### src/rbad_pkg.sv
/*
 * Shared constants for the RGBA block alpha decoder: block layout, alpha
 * header field positions, the register map and the modifier tables.
 * Assumes a 32-bit AXI4-Lite register bus and byte addresses of 8 bits.
 */
package rbad_pkg;

    // ------------------------------------------------------------
    // Block layout
    // ------------------------------------------------------------
    localparam int BLK_BITS = 128;
    localparam int WORD_BITS = 64;
    localparam int WORD_BYTES = 8;
    localparam int PIX_N = 16;
    localparam int IDX_BITS = 3;
    localparam int HDR_BITS = 16;
    localparam int BASE_HI = 63;
    localparam int BASE_LO = 56;
    localparam int MULT_HI = 55;
    localparam int MULT_LO = 52;
    localparam int TSEL_HI = 51;
    localparam int TSEL_LO = 48;
    localparam int IDX_TOP = 47;
    localparam logic [3:0] MULT_ZERO = 4'h0;

    // ------------------------------------------------------------
    // Register map
    // ------------------------------------------------------------
    localparam int ADDR_W = 8;
    localparam logic [7:0] OFF_CTRL = 8'h00;
    localparam logic [7:0] OFF_STATUS = 8'h04;
    localparam logic [7:0] OFF_BLKCNT = 8'h08;
    localparam logic [7:0] OFF_HDR = 8'h0C;
    localparam logic [7:0] OFF_ALPHA0 = 8'h10;
    localparam logic [7:0] OFF_STEP = 8'h04;
    localparam int ALPHA_REGS = 4;
    localparam int CTRL_EN_BIT = 0;
    localparam int STAT_ZM_BIT = 0;
    localparam int STAT_OV_BIT = 1;
    localparam int STAT_IR_BIT = 2;
    localparam logic [1:0] RESP_OKAY = 2'h0;
    localparam logic [1:0] RESP_SLVERR = 2'h2;

    // ------------------------------------------------------------
    // Modifier tables, four negative then four non-negative entries
    // ------------------------------------------------------------
    localparam logic signed [4:0] MOD_TAB [PIX_N][8] = '{
        '{-5'sh3, -5'sh6, -5'sh9, -5'shF, 5'sh2, 5'sh5, 5'sh8, 5'shE},
        '{-5'sh3, -5'sh7, -5'shA, -5'shD, 5'sh2, 5'sh6, 5'sh9, 5'shC},
        '{-5'sh2, -5'sh5, -5'sh8, -5'shD, 5'sh1, 5'sh4, 5'sh7, 5'shC},
        '{-5'sh2, -5'sh4, -5'sh6, -5'shD, 5'sh1, 5'sh3, 5'sh5, 5'shC},
        '{-5'sh3, -5'sh6, -5'sh8, -5'shC, 5'sh2, 5'sh5, 5'sh7, 5'shB},
        '{-5'sh3, -5'sh7, -5'sh9, -5'shB, 5'sh2, 5'sh6, 5'sh8, 5'shA},
        '{-5'sh4, -5'sh7, -5'sh8, -5'shB, 5'sh3, 5'sh6, 5'sh7, 5'shA},
        '{-5'sh3, -5'sh5, -5'sh8, -5'shB, 5'sh2, 5'sh4, 5'sh7, 5'shA},
        '{-5'sh2, -5'sh6, -5'sh8, -5'shA, 5'sh1, 5'sh5, 5'sh7, 5'sh9},
        '{-5'sh2, -5'sh5, -5'sh8, -5'shA, 5'sh1, 5'sh4, 5'sh7, 5'sh9},
        '{-5'sh2, -5'sh4, -5'sh8, -5'shA, 5'sh1, 5'sh3, 5'sh7, 5'sh9},
        '{-5'sh2, -5'sh5, -5'sh7, -5'shA, 5'sh1, 5'sh4, 5'sh6, 5'sh9},
        '{-5'sh3, -5'sh4, -5'sh7, -5'shA, 5'sh2, 5'sh3, 5'sh6, 5'sh9},
        '{-5'sh1, -5'sh2, -5'sh3, -5'shA, 5'sh0, 5'sh1, 5'sh2, 5'sh9},
        '{-5'sh4, -5'sh6, -5'sh8, -5'sh9, 5'sh3, 5'sh5, 5'sh7, 5'sh8},
        '{-5'sh3, -5'sh5, -5'sh7, -5'sh9, 5'sh2, 5'sh4, 5'sh6, 5'sh8}
    };
    localparam logic signed [10:0] BYTE_MIN = 11'sh000;
    localparam logic signed [10:0] BYTE_MAX = 11'sh0FF;

endpackage

### src/rbad_byte_pack.sv
/*
 * Assembles one 64-bit word from eight bytes in memory order.
 * Byte k (lowest address at k = 0) sits at bits 8k+7:8k of the input.
 */
`timescale 1ns/100ps
`default_nettype none

module rbad_byte_pack (
    input wire logic [63:0] bytes_in,
    output logic [63:0] word_out
);

    // ------------------------------------------------------------
    // Big-endian assembly
    // ------------------------------------------------------------
    for (genvar k = 0; k < rbad_pkg::WORD_BYTES; k++) begin : g_byte
        assign word_out[rbad_pkg::WORD_BITS - 1 - 8 * k -: 8] = bytes_in[8 * k +: 8];
    end

endmodule
`default_nettype wire

### src/rbad_alpha_pixel.sv
/*
 * Alpha value of one texel from the block header and its 3-bit index.
 * Purely combinational; the caller registers the result.
 */
`timescale 1ns/100ps
`default_nettype none

module rbad_alpha_pixel (
    input wire logic [7:0] base,
    input wire logic [3:0] mult,
    input wire logic [3:0] tsel,
    input wire logic [2:0] idx,
    output logic [7:0] alpha
);

    logic signed [4:0] modifier;
    logic signed [9:0] product;
    logic signed [10:0] sum;

    // ------------------------------------------------------------
    // Saturation
    // ------------------------------------------------------------
    function automatic logic [7:0] saturate_to_byte(input logic signed [10:0] v);
        if (v < rbad_pkg::BYTE_MIN) begin
            return 8'h00;
        end else if (v > rbad_pkg::BYTE_MAX) begin
            return 8'hFF;
        end
        return v[7:0];
    endfunction

    // ------------------------------------------------------------
    // Datapath
    // ------------------------------------------------------------
    always_comb begin
        modifier = rbad_pkg::MOD_TAB[tsel][idx];
        product = 10'(modifier) * $signed({6'h00, mult});
        sum = $signed({3'h0, base}) + 11'(product);
        alpha = saturate_to_byte(sum);
    end

endmodule
`default_nettype wire

### src/rbad_decoder.sv
/*
 * RGBA block alpha decoder: takes 128-bit compressed blocks from the
 * texture fetch stage, decodes sixteen alpha values and forwards the color
 * word to the RGB block path. One register stage, AXI4-Lite control.
 * Assumes one clock, synchronous active-low reset, a single AXI master.
 */
// Design decisions made here: the address map and the AXI4-Lite interface to the registers.
`timescale 1ns/100ps
`default_nettype none

module rbad_decoder (
    input wire logic aclk,
    input wire logic aresetn,
    input wire logic [7:0] s_axi_awaddr,
    input wire logic [2:0] s_axi_awprot,
    input wire logic s_axi_awvalid,
    output logic s_axi_awready,
    input wire logic [31:0] s_axi_wdata,
    input wire logic [3:0] s_axi_wstrb,
    input wire logic s_axi_wvalid,
    output logic s_axi_wready,
    output logic [1:0] s_axi_bresp,
    output logic s_axi_bvalid,
    input wire logic s_axi_bready,
    input wire logic [7:0] s_axi_araddr,
    input wire logic [2:0] s_axi_arprot,
    input wire logic s_axi_arvalid,
    output logic s_axi_arready,
    output logic [31:0] s_axi_rdata,
    output logic [1:0] s_axi_rresp,
    output logic s_axi_rvalid,
    input wire logic s_axi_rready,
    input wire logic in_valid,
    output logic in_ready,
    input wire logic [127:0] in_bytes,
    input wire logic in_srgb,
    output logic out_valid,
    input wire logic out_ready,
    output logic [127:0] out_alpha,
    output logic [63:0] out_color_word,
    output logic out_srgb
);

    // ------------------------------------------------------------
    // State
    // ------------------------------------------------------------
    typedef struct packed {
        logic out_valid;
        logic [127:0] out_alpha;
        logic [63:0] out_color;
        logic out_srgb;
        logic ctrl_en;
        logic zero_mult_seen;
        logic [31:0] blk_count;
        logic [15:0] last_hdr;
        logic aw_got;
        logic [7:0] awaddr;
        logic w_got;
        logic [31:0] wdata;
        logic [3:0] wstrb;
        logic bvalid;
        logic [1:0] bresp;
        logic rvalid;
        logic [31:0] rdata;
        logic [1:0] rresp;
    } rbad_state_t;

    localparam rbad_state_t ST_RST = '{ctrl_en: 1'b1, default: '0};

    rbad_state_t st_r;
    rbad_state_t st_nxt;

    logic [63:0] alpha_word;
    logic [63:0] color_word;
    logic [7:0] base;
    logic [3:0] mult;
    logic [3:0] tsel;
    logic [127:0] pix_alpha;
    logic take_blk;
    logic aw_hs;
    logic w_hs;
    logic ar_hs;
    logic wr_fire;
    logic [7:0] wr_addr;
    logic [31:0] wr_data;
    logic [3:0] wr_strb;

    // ------------------------------------------------------------
    // Address decode
    // ------------------------------------------------------------
    function automatic logic reg_hit(input logic [7:0] addr, input logic [7:0] off);
        return addr[7:2] == off[7:2];
    endfunction

    function automatic logic reg_mapped(input logic [7:0] addr);
        logic hit;
        hit = reg_hit(addr, rbad_pkg::OFF_CTRL) || reg_hit(addr, rbad_pkg::OFF_STATUS);
        hit = hit || reg_hit(addr, rbad_pkg::OFF_BLKCNT) || reg_hit(addr, rbad_pkg::OFF_HDR);
        for (int i = 0; i < rbad_pkg::ALPHA_REGS; i++) begin
            hit = hit || reg_hit(addr, 8'(rbad_pkg::OFF_ALPHA0 + 8'(i) * rbad_pkg::OFF_STEP));
        end
        return hit;
    endfunction

    // ------------------------------------------------------------
    // Block split and word assembly
    // ------------------------------------------------------------
    // alpha bytes first in memory
    rbad_byte_pack u_pack_alpha (
        .bytes_in(in_bytes[63:0]),
        .word_out(alpha_word)
    );

    // color word in same byte order
    rbad_byte_pack u_pack_color (
        .bytes_in(in_bytes[127:64]),
        .word_out(color_word)
    );

    // ------------------------------------------------------------
    // Header fields
    // ------------------------------------------------------------
    // base from top byte
    assign base = alpha_word[rbad_pkg::BASE_HI:rbad_pkg::BASE_LO];
    assign mult = alpha_word[rbad_pkg::MULT_HI:rbad_pkg::MULT_LO];
    assign tsel = alpha_word[rbad_pkg::TSEL_HI:rbad_pkg::TSEL_LO];

    // ------------------------------------------------------------
    // Per-pixel decode
    // ------------------------------------------------------------
    // Sixteen parallel lanes: costs area, keeps one block per clock.
    for (genvar p = 0; p < rbad_pkg::PIX_N; p++) begin : g_pix
        rbad_alpha_pixel u_pix (
            .base(base),
            .mult(mult),
            .tsel(tsel),
            .idx(alpha_word[rbad_pkg::IDX_TOP - rbad_pkg::IDX_BITS * p -: rbad_pkg::IDX_BITS]),
            .alpha(pix_alpha[8 * p +: 8])
        );
    end

    // ------------------------------------------------------------
    // Stream handshake
    // ------------------------------------------------------------
    // New block enters when enabled and the output stage is empty or drains in the same cycle
    assign in_ready = st_r.ctrl_en && (!st_r.out_valid || out_ready);
    assign take_blk = in_valid && in_ready;

    // ------------------------------------------------------------
    // Bus handshake
    // ------------------------------------------------------------
    assign s_axi_awready = !st_r.aw_got && !st_r.bvalid;
    assign s_axi_wready = !st_r.w_got && !st_r.bvalid;
    assign s_axi_arready = !st_r.rvalid;
    assign aw_hs = s_axi_awvalid && s_axi_awready;
    assign w_hs = s_axi_wvalid && s_axi_wready;
    assign ar_hs = s_axi_arvalid && s_axi_arready;
    assign wr_fire = (st_r.aw_got || aw_hs) && (st_r.w_got || w_hs) && !st_r.bvalid;
    assign wr_addr = st_r.aw_got ? st_r.awaddr : s_axi_awaddr;
    assign wr_data = st_r.w_got ? st_r.wdata : s_axi_wdata;
    assign wr_strb = st_r.w_got ? st_r.wstrb : s_axi_wstrb;

    // ------------------------------------------------------------
    // Next state
    // ------------------------------------------------------------
    always_comb begin
        logic zm_clr;
        logic cnt_clr;
        zm_clr = 1'b0;
        cnt_clr = 1'b0;
        st_nxt = st_r;

        // Output register
        if (st_r.out_valid && out_ready) begin
            st_nxt.out_valid = 1'b0;
        end
        if (take_blk) begin
            st_nxt.out_valid = 1'b1;
            st_nxt.out_alpha = pix_alpha;
            st_nxt.out_color = color_word;
            st_nxt.out_srgb = in_srgb;
            st_nxt.last_hdr = alpha_word[rbad_pkg::BASE_HI -: rbad_pkg::HDR_BITS];
        end

        // Write channel capture
        if (aw_hs) begin
            st_nxt.aw_got = 1'b1;
            st_nxt.awaddr = s_axi_awaddr;
        end
        if (w_hs) begin
            st_nxt.w_got = 1'b1;
            st_nxt.wdata = s_axi_wdata;
            st_nxt.wstrb = s_axi_wstrb;
        end

        // Register write
        if (wr_fire) begin
            st_nxt.aw_got = 1'b0;
            st_nxt.w_got = 1'b0;
            st_nxt.bvalid = 1'b1;
            st_nxt.bresp = reg_mapped(wr_addr) ? rbad_pkg::RESP_OKAY : rbad_pkg::RESP_SLVERR;
            if (reg_hit(wr_addr, rbad_pkg::OFF_CTRL) && wr_strb[0]) begin
                st_nxt.ctrl_en = wr_data[rbad_pkg::CTRL_EN_BIT];
            end
            if (reg_hit(wr_addr, rbad_pkg::OFF_STATUS) && wr_strb[0]) begin
                zm_clr = wr_data[rbad_pkg::STAT_ZM_BIT];
            end
            if (reg_hit(wr_addr, rbad_pkg::OFF_BLKCNT)) begin
                cnt_clr = 1'b1;
            end
        end
        if (st_r.bvalid && s_axi_bready) begin
            st_nxt.bvalid = 1'b0;
        end

        // Sticky flag and counter: a new block wins over a clear
        // zero multiplier flagged, still decoded
        st_nxt.zero_mult_seen = (st_r.zero_mult_seen && !zm_clr) || (take_blk && mult == rbad_pkg::MULT_ZERO);
        if (cnt_clr) begin
            st_nxt.blk_count = take_blk ? 32'h0000_0001 : 32'h0000_0000;
        end else if (take_blk) begin
            st_nxt.blk_count = st_r.blk_count + 32'h0000_0001;
        end

        // Register read
        if (st_r.rvalid && s_axi_rready) begin
            st_nxt.rvalid = 1'b0;
        end
        if (ar_hs) begin
            st_nxt.rvalid = 1'b1;
            st_nxt.rresp = reg_mapped(s_axi_araddr) ? rbad_pkg::RESP_OKAY : rbad_pkg::RESP_SLVERR;
            st_nxt.rdata = 32'h0000_0000;
            if (reg_hit(s_axi_araddr, rbad_pkg::OFF_CTRL)) begin
                st_nxt.rdata[rbad_pkg::CTRL_EN_BIT] = st_r.ctrl_en;
            end
            if (reg_hit(s_axi_araddr, rbad_pkg::OFF_STATUS)) begin
                st_nxt.rdata[rbad_pkg::STAT_ZM_BIT] = st_r.zero_mult_seen;
                st_nxt.rdata[rbad_pkg::STAT_OV_BIT] = st_r.out_valid;
                st_nxt.rdata[rbad_pkg::STAT_IR_BIT] = in_ready;
            end
            if (reg_hit(s_axi_araddr, rbad_pkg::OFF_BLKCNT)) begin
                st_nxt.rdata = st_r.blk_count;
            end
            if (reg_hit(s_axi_araddr, rbad_pkg::OFF_HDR)) begin
                st_nxt.rdata[rbad_pkg::HDR_BITS - 1:0] = st_r.last_hdr;
            end
            for (int i = 0; i < rbad_pkg::ALPHA_REGS; i++) begin
                if (reg_hit(s_axi_araddr, 8'(rbad_pkg::OFF_ALPHA0 + 8'(i) * rbad_pkg::OFF_STEP))) begin
                    st_nxt.rdata = st_r.out_alpha[32 * i +: 32];
                end
            end
        end
    end

    // ------------------------------------------------------------
    // State register
    // ------------------------------------------------------------
    always_ff @(posedge aclk) begin
        if (!aresetn) begin
            st_r <= ST_RST;
        end else begin
            st_r <= st_nxt;
        end
    end

    // ------------------------------------------------------------
    // Outputs
    // ------------------------------------------------------------
    assign s_axi_bvalid = st_r.bvalid;
    assign s_axi_bresp = st_r.bresp;
    assign s_axi_rvalid = st_r.rvalid;
    assign s_axi_rdata = st_r.rdata;
    assign s_axi_rresp = st_r.rresp;
    assign out_valid = st_r.out_valid;
    assign out_alpha = st_r.out_alpha;
    assign out_color_word = st_r.out_color;
    assign out_srgb = st_r.out_srgb;

endmodule
`default_nettype wire

### config.mk
export PLATFORM = sky130hd
export DESIGN_NAME = rbad_decoder
export DESIGN_NICKNAME = d
export VERILOG_FILES = /design/src/rbad_pkg.sv /design/src/rbad_byte_pack.sv /design/src/rbad_alpha_pixel.sv /design/src/rbad_decoder.sv
export SDC_FILE = /design/constraint.sdc
export NUM_CORES = 2
export LEC_CHECK = 0
export ABC_CLOCK_PERIOD_IN_PS = 6920
export BUFFER_PORTS_ARGS = -buffer_cell sky130_fd_sc_hd__buf_2
export CELL_PAD_IN_SITES_DETAIL_PLACEMENT = 2
export CELL_PAD_IN_SITES_GLOBAL_PLACEMENT = 2
export CORE_MARGIN = 2
export CORE_UTILIZATION = 36
export CTS_BUF_LIST = sky130_fd_sc_hd__clkbuf_16
export DETAILED_ROUTE_END_ITERATION = 10
export PLACE_DENSITY_LB_ADDON = 0.1
export SYNTH_ARGS = -nofsm -noshare
export SYNTH_HDL_FRONTEND = slang
export SYNTH_SLANG_ARGS = --single-unit
### constraint.sdc
create_clock -name aclk -period 6.92 [get_ports aclk]
set_input_delay 0.346 -clock aclk [delete_from_list [all_inputs] [get_ports aclk]]
set_output_delay 0.346 -clock aclk [all_outputs]
set_load 0.1 [all_outputs]
After elaboration in Yosys (flattened, before gate mapping)
Memories as Yosys holds them, arrays and structs flattened.
Cells that the tools add are included.
{"block": "word_totals", "word_cells": 336, "reg_bits": 294, "output_inout_bits": 236, "mem_count": 1, "inputBits": 196, "rom_bits": 640}
{"block": "classes", "n_eq_ne": 14, "bitwise": 18, "n_mux": 154, "n_addsub": 17, "n_reduce_logical": 49, "order_cmp": 49, "n_mul": 16}
{"name": "(no name shown)", "words": 16, "word_bits": 40, "rd": 1, "rd_ports_with_merged_regs": 0, "wr": 0, "line": "rbad_alpha_pixel.sv:36", "source": "modifier = rbad_pkg::MOD_TAB[tsel][idx];"}
{"op": "$mux W8", "count": 49}
{"op": "$bmux W5 S3", "count": 16}
{"op": "$mux W32", "count": 7}
{"op": "$mux W194", "count": 1}
{"op": "$add A9 B10 Y11", "count": 16}
{"op": "$gt A11 B9 Y1 const B", "count": 16}
{"op": "$lt A11 B1 Y1 const B", "count": 16}
{"op": "$mul A5 B5 Y10", "count": 16}
{"op": "$mux W5", "count": 32}
{"op": "$mux W40", "count": 2}
{"op": "$ge A4 B4 Y1 const B", "count": 16}
{"op": "$not A3 Y4", "count": 16}
{"op": "$eq A6 B3 Y1 const B", "count": 8}
{"op": "$mux W1", "count": 42}
{"op": "$mux W35", "count": 1}
{"op": "$add A32 B1 Y32 const B", "count": 1}
{"op": "$eq A6 B2 Y1 const B", "count": 4}
{"op": "$logic_or A1 B1 Y1", "count": 18}
{"op": "$logic_and A1 B1 Y1", "count": 16}
{"op": "$mux W16", "count": 1}
{"op": "$eq A6 B1 Y1 const B", "count": 2}
{"op": "$logic_not A6 Y1", "count": 2}
{"op": "$logic_not A1 Y1", "count": 6}
{"op": "$reduce_bool A2 Y1", "count": 3}
{"op": "other kinds (8)", "count": 10}

Depth between registers and ports, before layout
{"block": "depth", "word_depth": 14, "depth_mapped": 24, "mapped_depth_nobuf": 20}

Cells and area by module
Synthesis repeated with hierarchy kept, for this count alone.
{"block": "hier_totals", "hier_cells": 5784, "hier_area_um2": 46224.3}
{"mod": "rbad_decoder", "cells_per_inst": 1708, "n_inst": 1, "area_per_inst_um2": 14101.0}
{"mod": "rbad_alpha_pixel at g_pix[13].u_pix ...", "cells_per_inst": 252, "n_inst": 5, "area_per_inst_um2": 1981.9}
{"mod": "rbad_alpha_pixel at g_pix[5].u_pix ...", "cells_per_inst": 248, "n_inst": 3, "area_per_inst_um2": 1946.9}
{"mod": "rbad_alpha_pixel at g_pix[0].u_pix ...", "cells_per_inst": 239, "n_inst": 3, "area_per_inst_um2": 1930.6}
{"mod": "rbad_alpha_pixel at g_pix[8].u_pix ...", "cells_per_inst": 246, "n_inst": 2, "area_per_inst_um2": 1903.1}
{"mod": "rbad_alpha_pixel at g_pix[12].u_pix", "cells_per_inst": 250, "n_inst": 1, "area_per_inst_um2": 1964.4}
{"mod": "rbad_alpha_pixel at g_pix[4].u_pix", "cells_per_inst": 251, "n_inst": 1, "area_per_inst_um2": 1960.6}
{"mod": "rbad_alpha_pixel at g_pix[3].u_pix", "cells_per_inst": 234, "n_inst": 1, "area_per_inst_um2": 1889.3}
{"mod": "rbad_byte_pack", "cells_per_inst": 64, "n_inst": 2, "area_per_inst_um2": 480.5}

Least setup slack after synthesis
OpenSTA, ideal clock, no wires.
{"block": "synth_path", "path_type": "input to register", "start": "in in_bytes[9]", "end": "reg st_r, in the netlist out_alpha[24]", "cell_stages": 22, "required_ns": 6.860, "slack_ns": 1.300, "arrival_ns": 5.559, "setup_time_ns": 0.060, "path_cell_list": "buf_2 > inv_1 > ha_1 > mux4_2 > buf_2 > mux4_2 > nand2_1 > o21ai_2 > and2_1 > ha_1 > inv_1 > fa_1 > fa_1 > inv_1 > ha_1 > a211oi_1 > nor2_1 > o22ai_1 > mux2i_1 > and4_1 > buf_2 > a221o_1"}
{"block": "synth_via", "elab_chain_cells": 13}
{"item": "from (decl)", "line": "rbad_decoder.sv:35", "source": "input wire logic [127:0] in_bytes,"}
{"item": "$not A4 Y5 (not written as such) *", "line": "rbad_alpha_pixel.sv:36"}
{"item": "$mem_v2 Z16 W40 *"}
{"item": "$mux W40 * (2 in series)"}
{"item": "$bmux W5 S3 *", "line": "rbad_alpha_pixel.sv:36"}
{"item": "$mux W5 (not written as such) * (2 in series)", "line": "rbad_alpha_pixel.sv:36"}
{"item": "$mul A5 B5 Y10 *", "line": "rbad_alpha_pixel.sv:37", "source": "product = 10'(modifier) * $signed({6'h00, mult});"}
{"item": "$add A9 B10 Y11 *", "line": "rbad_alpha_pixel.sv:38", "source": "sum = $signed({3'h0, base}) + 11'(product);"}
{"item": "$gt A11 B9 Y1", "line": "rbad_alpha_pixel.sv:26", "source": "end else if (v > rbad_pkg::BYTE_MAX) begin"}
{"item": "$mux W1", "line": "rbad_alpha_pixel.sv:26"}
{"item": "$mux W1", "line": "rbad_alpha_pixel.sv:24", "source": "if (v < rbad_pkg::BYTE_MIN) begin"}
{"item": "$mux W8 *", "line": "rbad_alpha_pixel.sv:29", "source": "return v[7:0];"}
{"item": "to (signal assigned)", "line": "rbad_decoder.sv:262", "source": "st_r <= st_nxt;"}
{"item": "to (decl)", "line": "rbad_decoder.sv:70", "source": "rbad_state_t st_r;"}
Mark *: on every way between the ends. The rest lies on a longest branch, timed or not. The select of a mux whose other input is x is not followed.
A chain may end at the register's enable or synchronous reset.

Final worst setup path
{"block": "layout_path", "start": "in in_bytes[8]", "end": "reg st_r, in the netlist out_alpha[43]"}
The elaborated chain is that of the path after synthesis.

==> flow_summary_export.csv <==
group,metric,value,unit
route,wire_per_inst,25.4,um
sta,layout_min_cycle_time,6.04,ns
yosys,yosysUniqueCellTypes,83,
outcome,status,"completed",
yosys,syn_area,0.0362,mm^2
placement,gp_congestion,0.874,
global_route,grt_max_degree,76,
cells_and_area,multiInputGateArea,0.0256,mm^2
floorplanning,dieHeight,321,um
hold_path,worstHoldStart,"in_bytes[77]",
route,dr.pass1.iters,5,
clock_network,cts_tree,"built",
sta,hold_viol,0,
yosys,synthCells,4469,
route,routed_via_density,5.45,
clock_network,h-tree-depth,2,
cells_and_area,nFillCells,11500,
clock_network,post-cts-setup-buffer-count,0,
global_route,gr-usage-met1,39.4,%
worst_setup_path,crit_start,"in_bytes[8]",
yosys,post_synth.cell_area_avg,8.10,um^2
yosys,yosysSeqAreaShare,16.0,%
worst_setup_path,path_class,"in -> reg",
sta,drv_slew,0,
floorplanning,design.core.area,0.0999,mm^2
worst_setup_path,cp-start-kind,"primary input",
cells_and_area,final_nets,5434,
clock_network,clock_sinks,290,
clock_network,clk_path_buf_depth,3,
floorplanning,die_w,321,um
global_route,met3_usage,2.29,%
clock_network,clockRootBuffer,"clkbuf_16",
worst_setup_path,endpoint_kind,"flop",
sta,worst_pin_slew,1.24,ns
pwr,finalPower,13.4,mW
floorplanning,design.die.area,0.103,mm^2
clock_network,cts_inserted_buffers,38,
global_route,gr-max-usage-layer,"met2",
pwr,vdd_ir_drop_max,0.247,mV
worst_setup_path,cp.arrival,6.51,ns
floorplanning,num_rows,116,
yosys,synth_area_leader_cell,"fa_1",
sta,clock_skew,0.0286,ns
route,vias,32300,
pwr,p_leak,19.2,nW
clock_network,clock_latency,0.58,ns
yosys,synth-compound-area-share,16.3,%
yosys,yosys.area_share.simple,16.5,%
route,routed_wl,150000,um
yosys,yosys.area_share.xor_xnor,3.14,%
route,drtIter0Drc,1943,
global_route,gr-usage-met2,47.6,%
sta,maxSlewHeadroom,17.2,%
sta,setup_viol,0,
yosys,async_reset_ff_share,0,%
worst_setup_path,regToRegSetupSlack,3.89,ns
route,ant_nets,0,
route,drc,0,
sta,rsz0062_at_grt,"no",
sta,fmax,166,MHz
clock_network,ctsResizeCount,0,
global_route,grt_pass1_vias,34200,
yosys,synthFlopType,"dfxtp_1",
yosys,yosys_warnings,0,
job,maxCapViolations,0,
yosys,synth-seq-cells,290,
yosys,synth.top_cells.by_count,"inv_1 (589), nand2_1 (466), ha_1 (345)",
yosys,synthAdderAreaFrac,28.7,%
worst_setup_path,critPathRequiredTime,7.39,ns
worst_setup_path,worstPathMaxFanout,10,
yosys,synth.mux.area_fraction,5.85,%
cells_and_area,final_area,0.0397,mm^2
placement,dp_hpwl,116000,um
cells_and_area,drive_above_1_share,14.4,%
global_route,track_usage,28.7,%
clock_network,clk_pin_slew,0.06,ns
pwr,powerDensity,337,mW/mm^2
cells_and_area,seq_area,0.00581,mm^2
yosys,synth_top_area_share,16.8,%
global_route,grt-ovfl-total,0,
yosys,yosysMostFrequentCell,"inv_1",
hold_path,hold_class,"in -> reg",
global_route,grt_pass1_wl,224000,um
yosys,synth_top_family_by_area,"adder cells",
sta,period_share,87.3,%
yosys,synth.top_cells.by_area,"fa_1 (17%), dfxtp_1 (16%), ha_1 (12%)",
yosys,synth_edf_count,0,
global_route,antenna_found_initial,19,
placement,place.port_buffers,385,
worst_setup_path,worstReg2RegStart,"st_r[133]",
placement,placedInstanceArea,0.0379,mm^2
sta,setup_tns,0,ns
floorplanning,io_pins,432,
cells_and_area,syn2layout_area_growth,9.76,%
floorplanning,start_util,36.3,%
## power by group
part,internal [mW],switching (mW)
registers,1.99,0.541
logic,2.75,6.08
clock network,1.18,0.871
total,5.92,7.49
## sequential cells by signal (all words and copies together), names as in the netlist
signal,cells
s_axi_rdata,32
out_valid,1
s_axi_bvalid,1
s_axi_rvalid,1
out_srgb,1
out_color_word,64
st_r,60
out_alpha,128
s_axi_bresp,1
s_axi_rresp,1
## placed cells by master, fill, tap and decap left out, drive strengths merged, types with 20 or more instances in the layout
| cell | synthesis | layout |
|---|---|---|
| a211o | 28 | 28 |
| a211oi | 50 | 50 |
| a21o | 46 | 46 |
| a21oi | 232 | 232 |
| a221o | 22 | 22 |
| a221oi | 29 | 29 |
| a22oi | 35 | 35 |
| and2 | 173 | 173 |
| and3 | 20 | 20 |
| buf | 272 | 481 |
| clkbuf | 188 | 39 |
| dfxtp | 290 | 290 |
| dlygate4sd3 | 0 | 58 |
| fa | 304 | 304 |
| ha | 345 | 345 |
| inv | 590 | 595 |
| mux2 | 31 | 31 |
| mux2i | 93 | 93 |
| mux4 | 37 | 37 |
| nand2 | 466 | 466 |
| nand2b | 72 | 72 |
| nand3 | 41 | 41 |
| nor2 | 314 | 314 |
| nor2b | 34 | 34 |
| nor3 | 68 | 68 |
| o211ai | 42 | 42 |
| o21a | 20 | 20 |
| o21ai | 260 | 260 |
| o22ai | 33 | 33 |
| or2 | 24 | 24 |
| xnor2 | 57 | 57 |
| xor2 | 73 | 73 |
## cells by family (layout without fill, tap and decap cells)
family                   count (synthesis)  after routing
AND/OR/NAND/NOR                       1278           1278
buffers and inverters                 1050           1197
AO/OA/AOI/OAI                          910            910
adder cells (fa/ha/maj)                649            649
flip-flops                             290            290
multiplexers                           161            161
XOR/XNOR                               130            130
other                                    1             14
## stage by stage
step | worst slack (ns) | std cells | util (%) | hold slack (ns)
final | 0.879 | 5927 | 39.8 | 0.0350
after global routing | 0.527 | 5918 | 39.8 | 0.0286
after CTS | 0.890 | 5915 | 39.8 | 0.00000844
after detailed placement | 0.329 | 5789 | 37.9 | 0.447
after global placement | 0.521 | 5789 | 37.9 | 0.439
after floorplan | 1.30 | 4470 | - | 0.428
## layer usage
layer  routed length [um]  part of all wire, %  up-vias
met4                 5770                  3.8        2
met2                69500                   46      716
met3                 6450                  4.3      168
li1                     -                    -    14900
met1                68500                   46    16500
met5                    7               0.0047        -
## critical path, stage by stage
cell and delay (ns):
buf_2 0.22, inv_1 0.15, ha_1 0.33, mux2_1 0.34
a21oi_2 0.37, buf_4 0.25, mux2_2 0.17, a221oi_1 0.08
a311oi_1 0.57, nor2_1 0.14, fa_1 0.52, ha_1 0.33
fa_1 0.54, fa_1 0.47, a21o_1 0.22, a2111oi_0 0.42
buf_4 0.19, a21oi_1 0.06, xnor2_1 0.28, nand2_1 0.24
o21ai_0 0.24
## layout make-up
cell class | count | area share, %
diodes | 12 | 0.0756
clock buffers | 39 | 2.46
clock inverters | 29 | 0.680
inverters | 590 | 5.58
multi-input cells | 3130 | 64.4
flip-flops and latches | 290 | 14.6
well taps | 1298 | 4.09
repair buffers | 539 | 8.12
## worst paths after layout
check | endpoint | cells after the start
max | out_alpha[43] | 21
min | out_color_word[53] | 3
max reg2reg | out_alpha[36] | 7
min reg2reg | s_axi_rdata[1] | 2
## repair_timing
item | CTS | global route
hold buffers | 58 | 0
setup endpoints to repair | 0 | 0
endpoints found under the hold margin | 58 | 0
(Power assumes the default switching activity.)
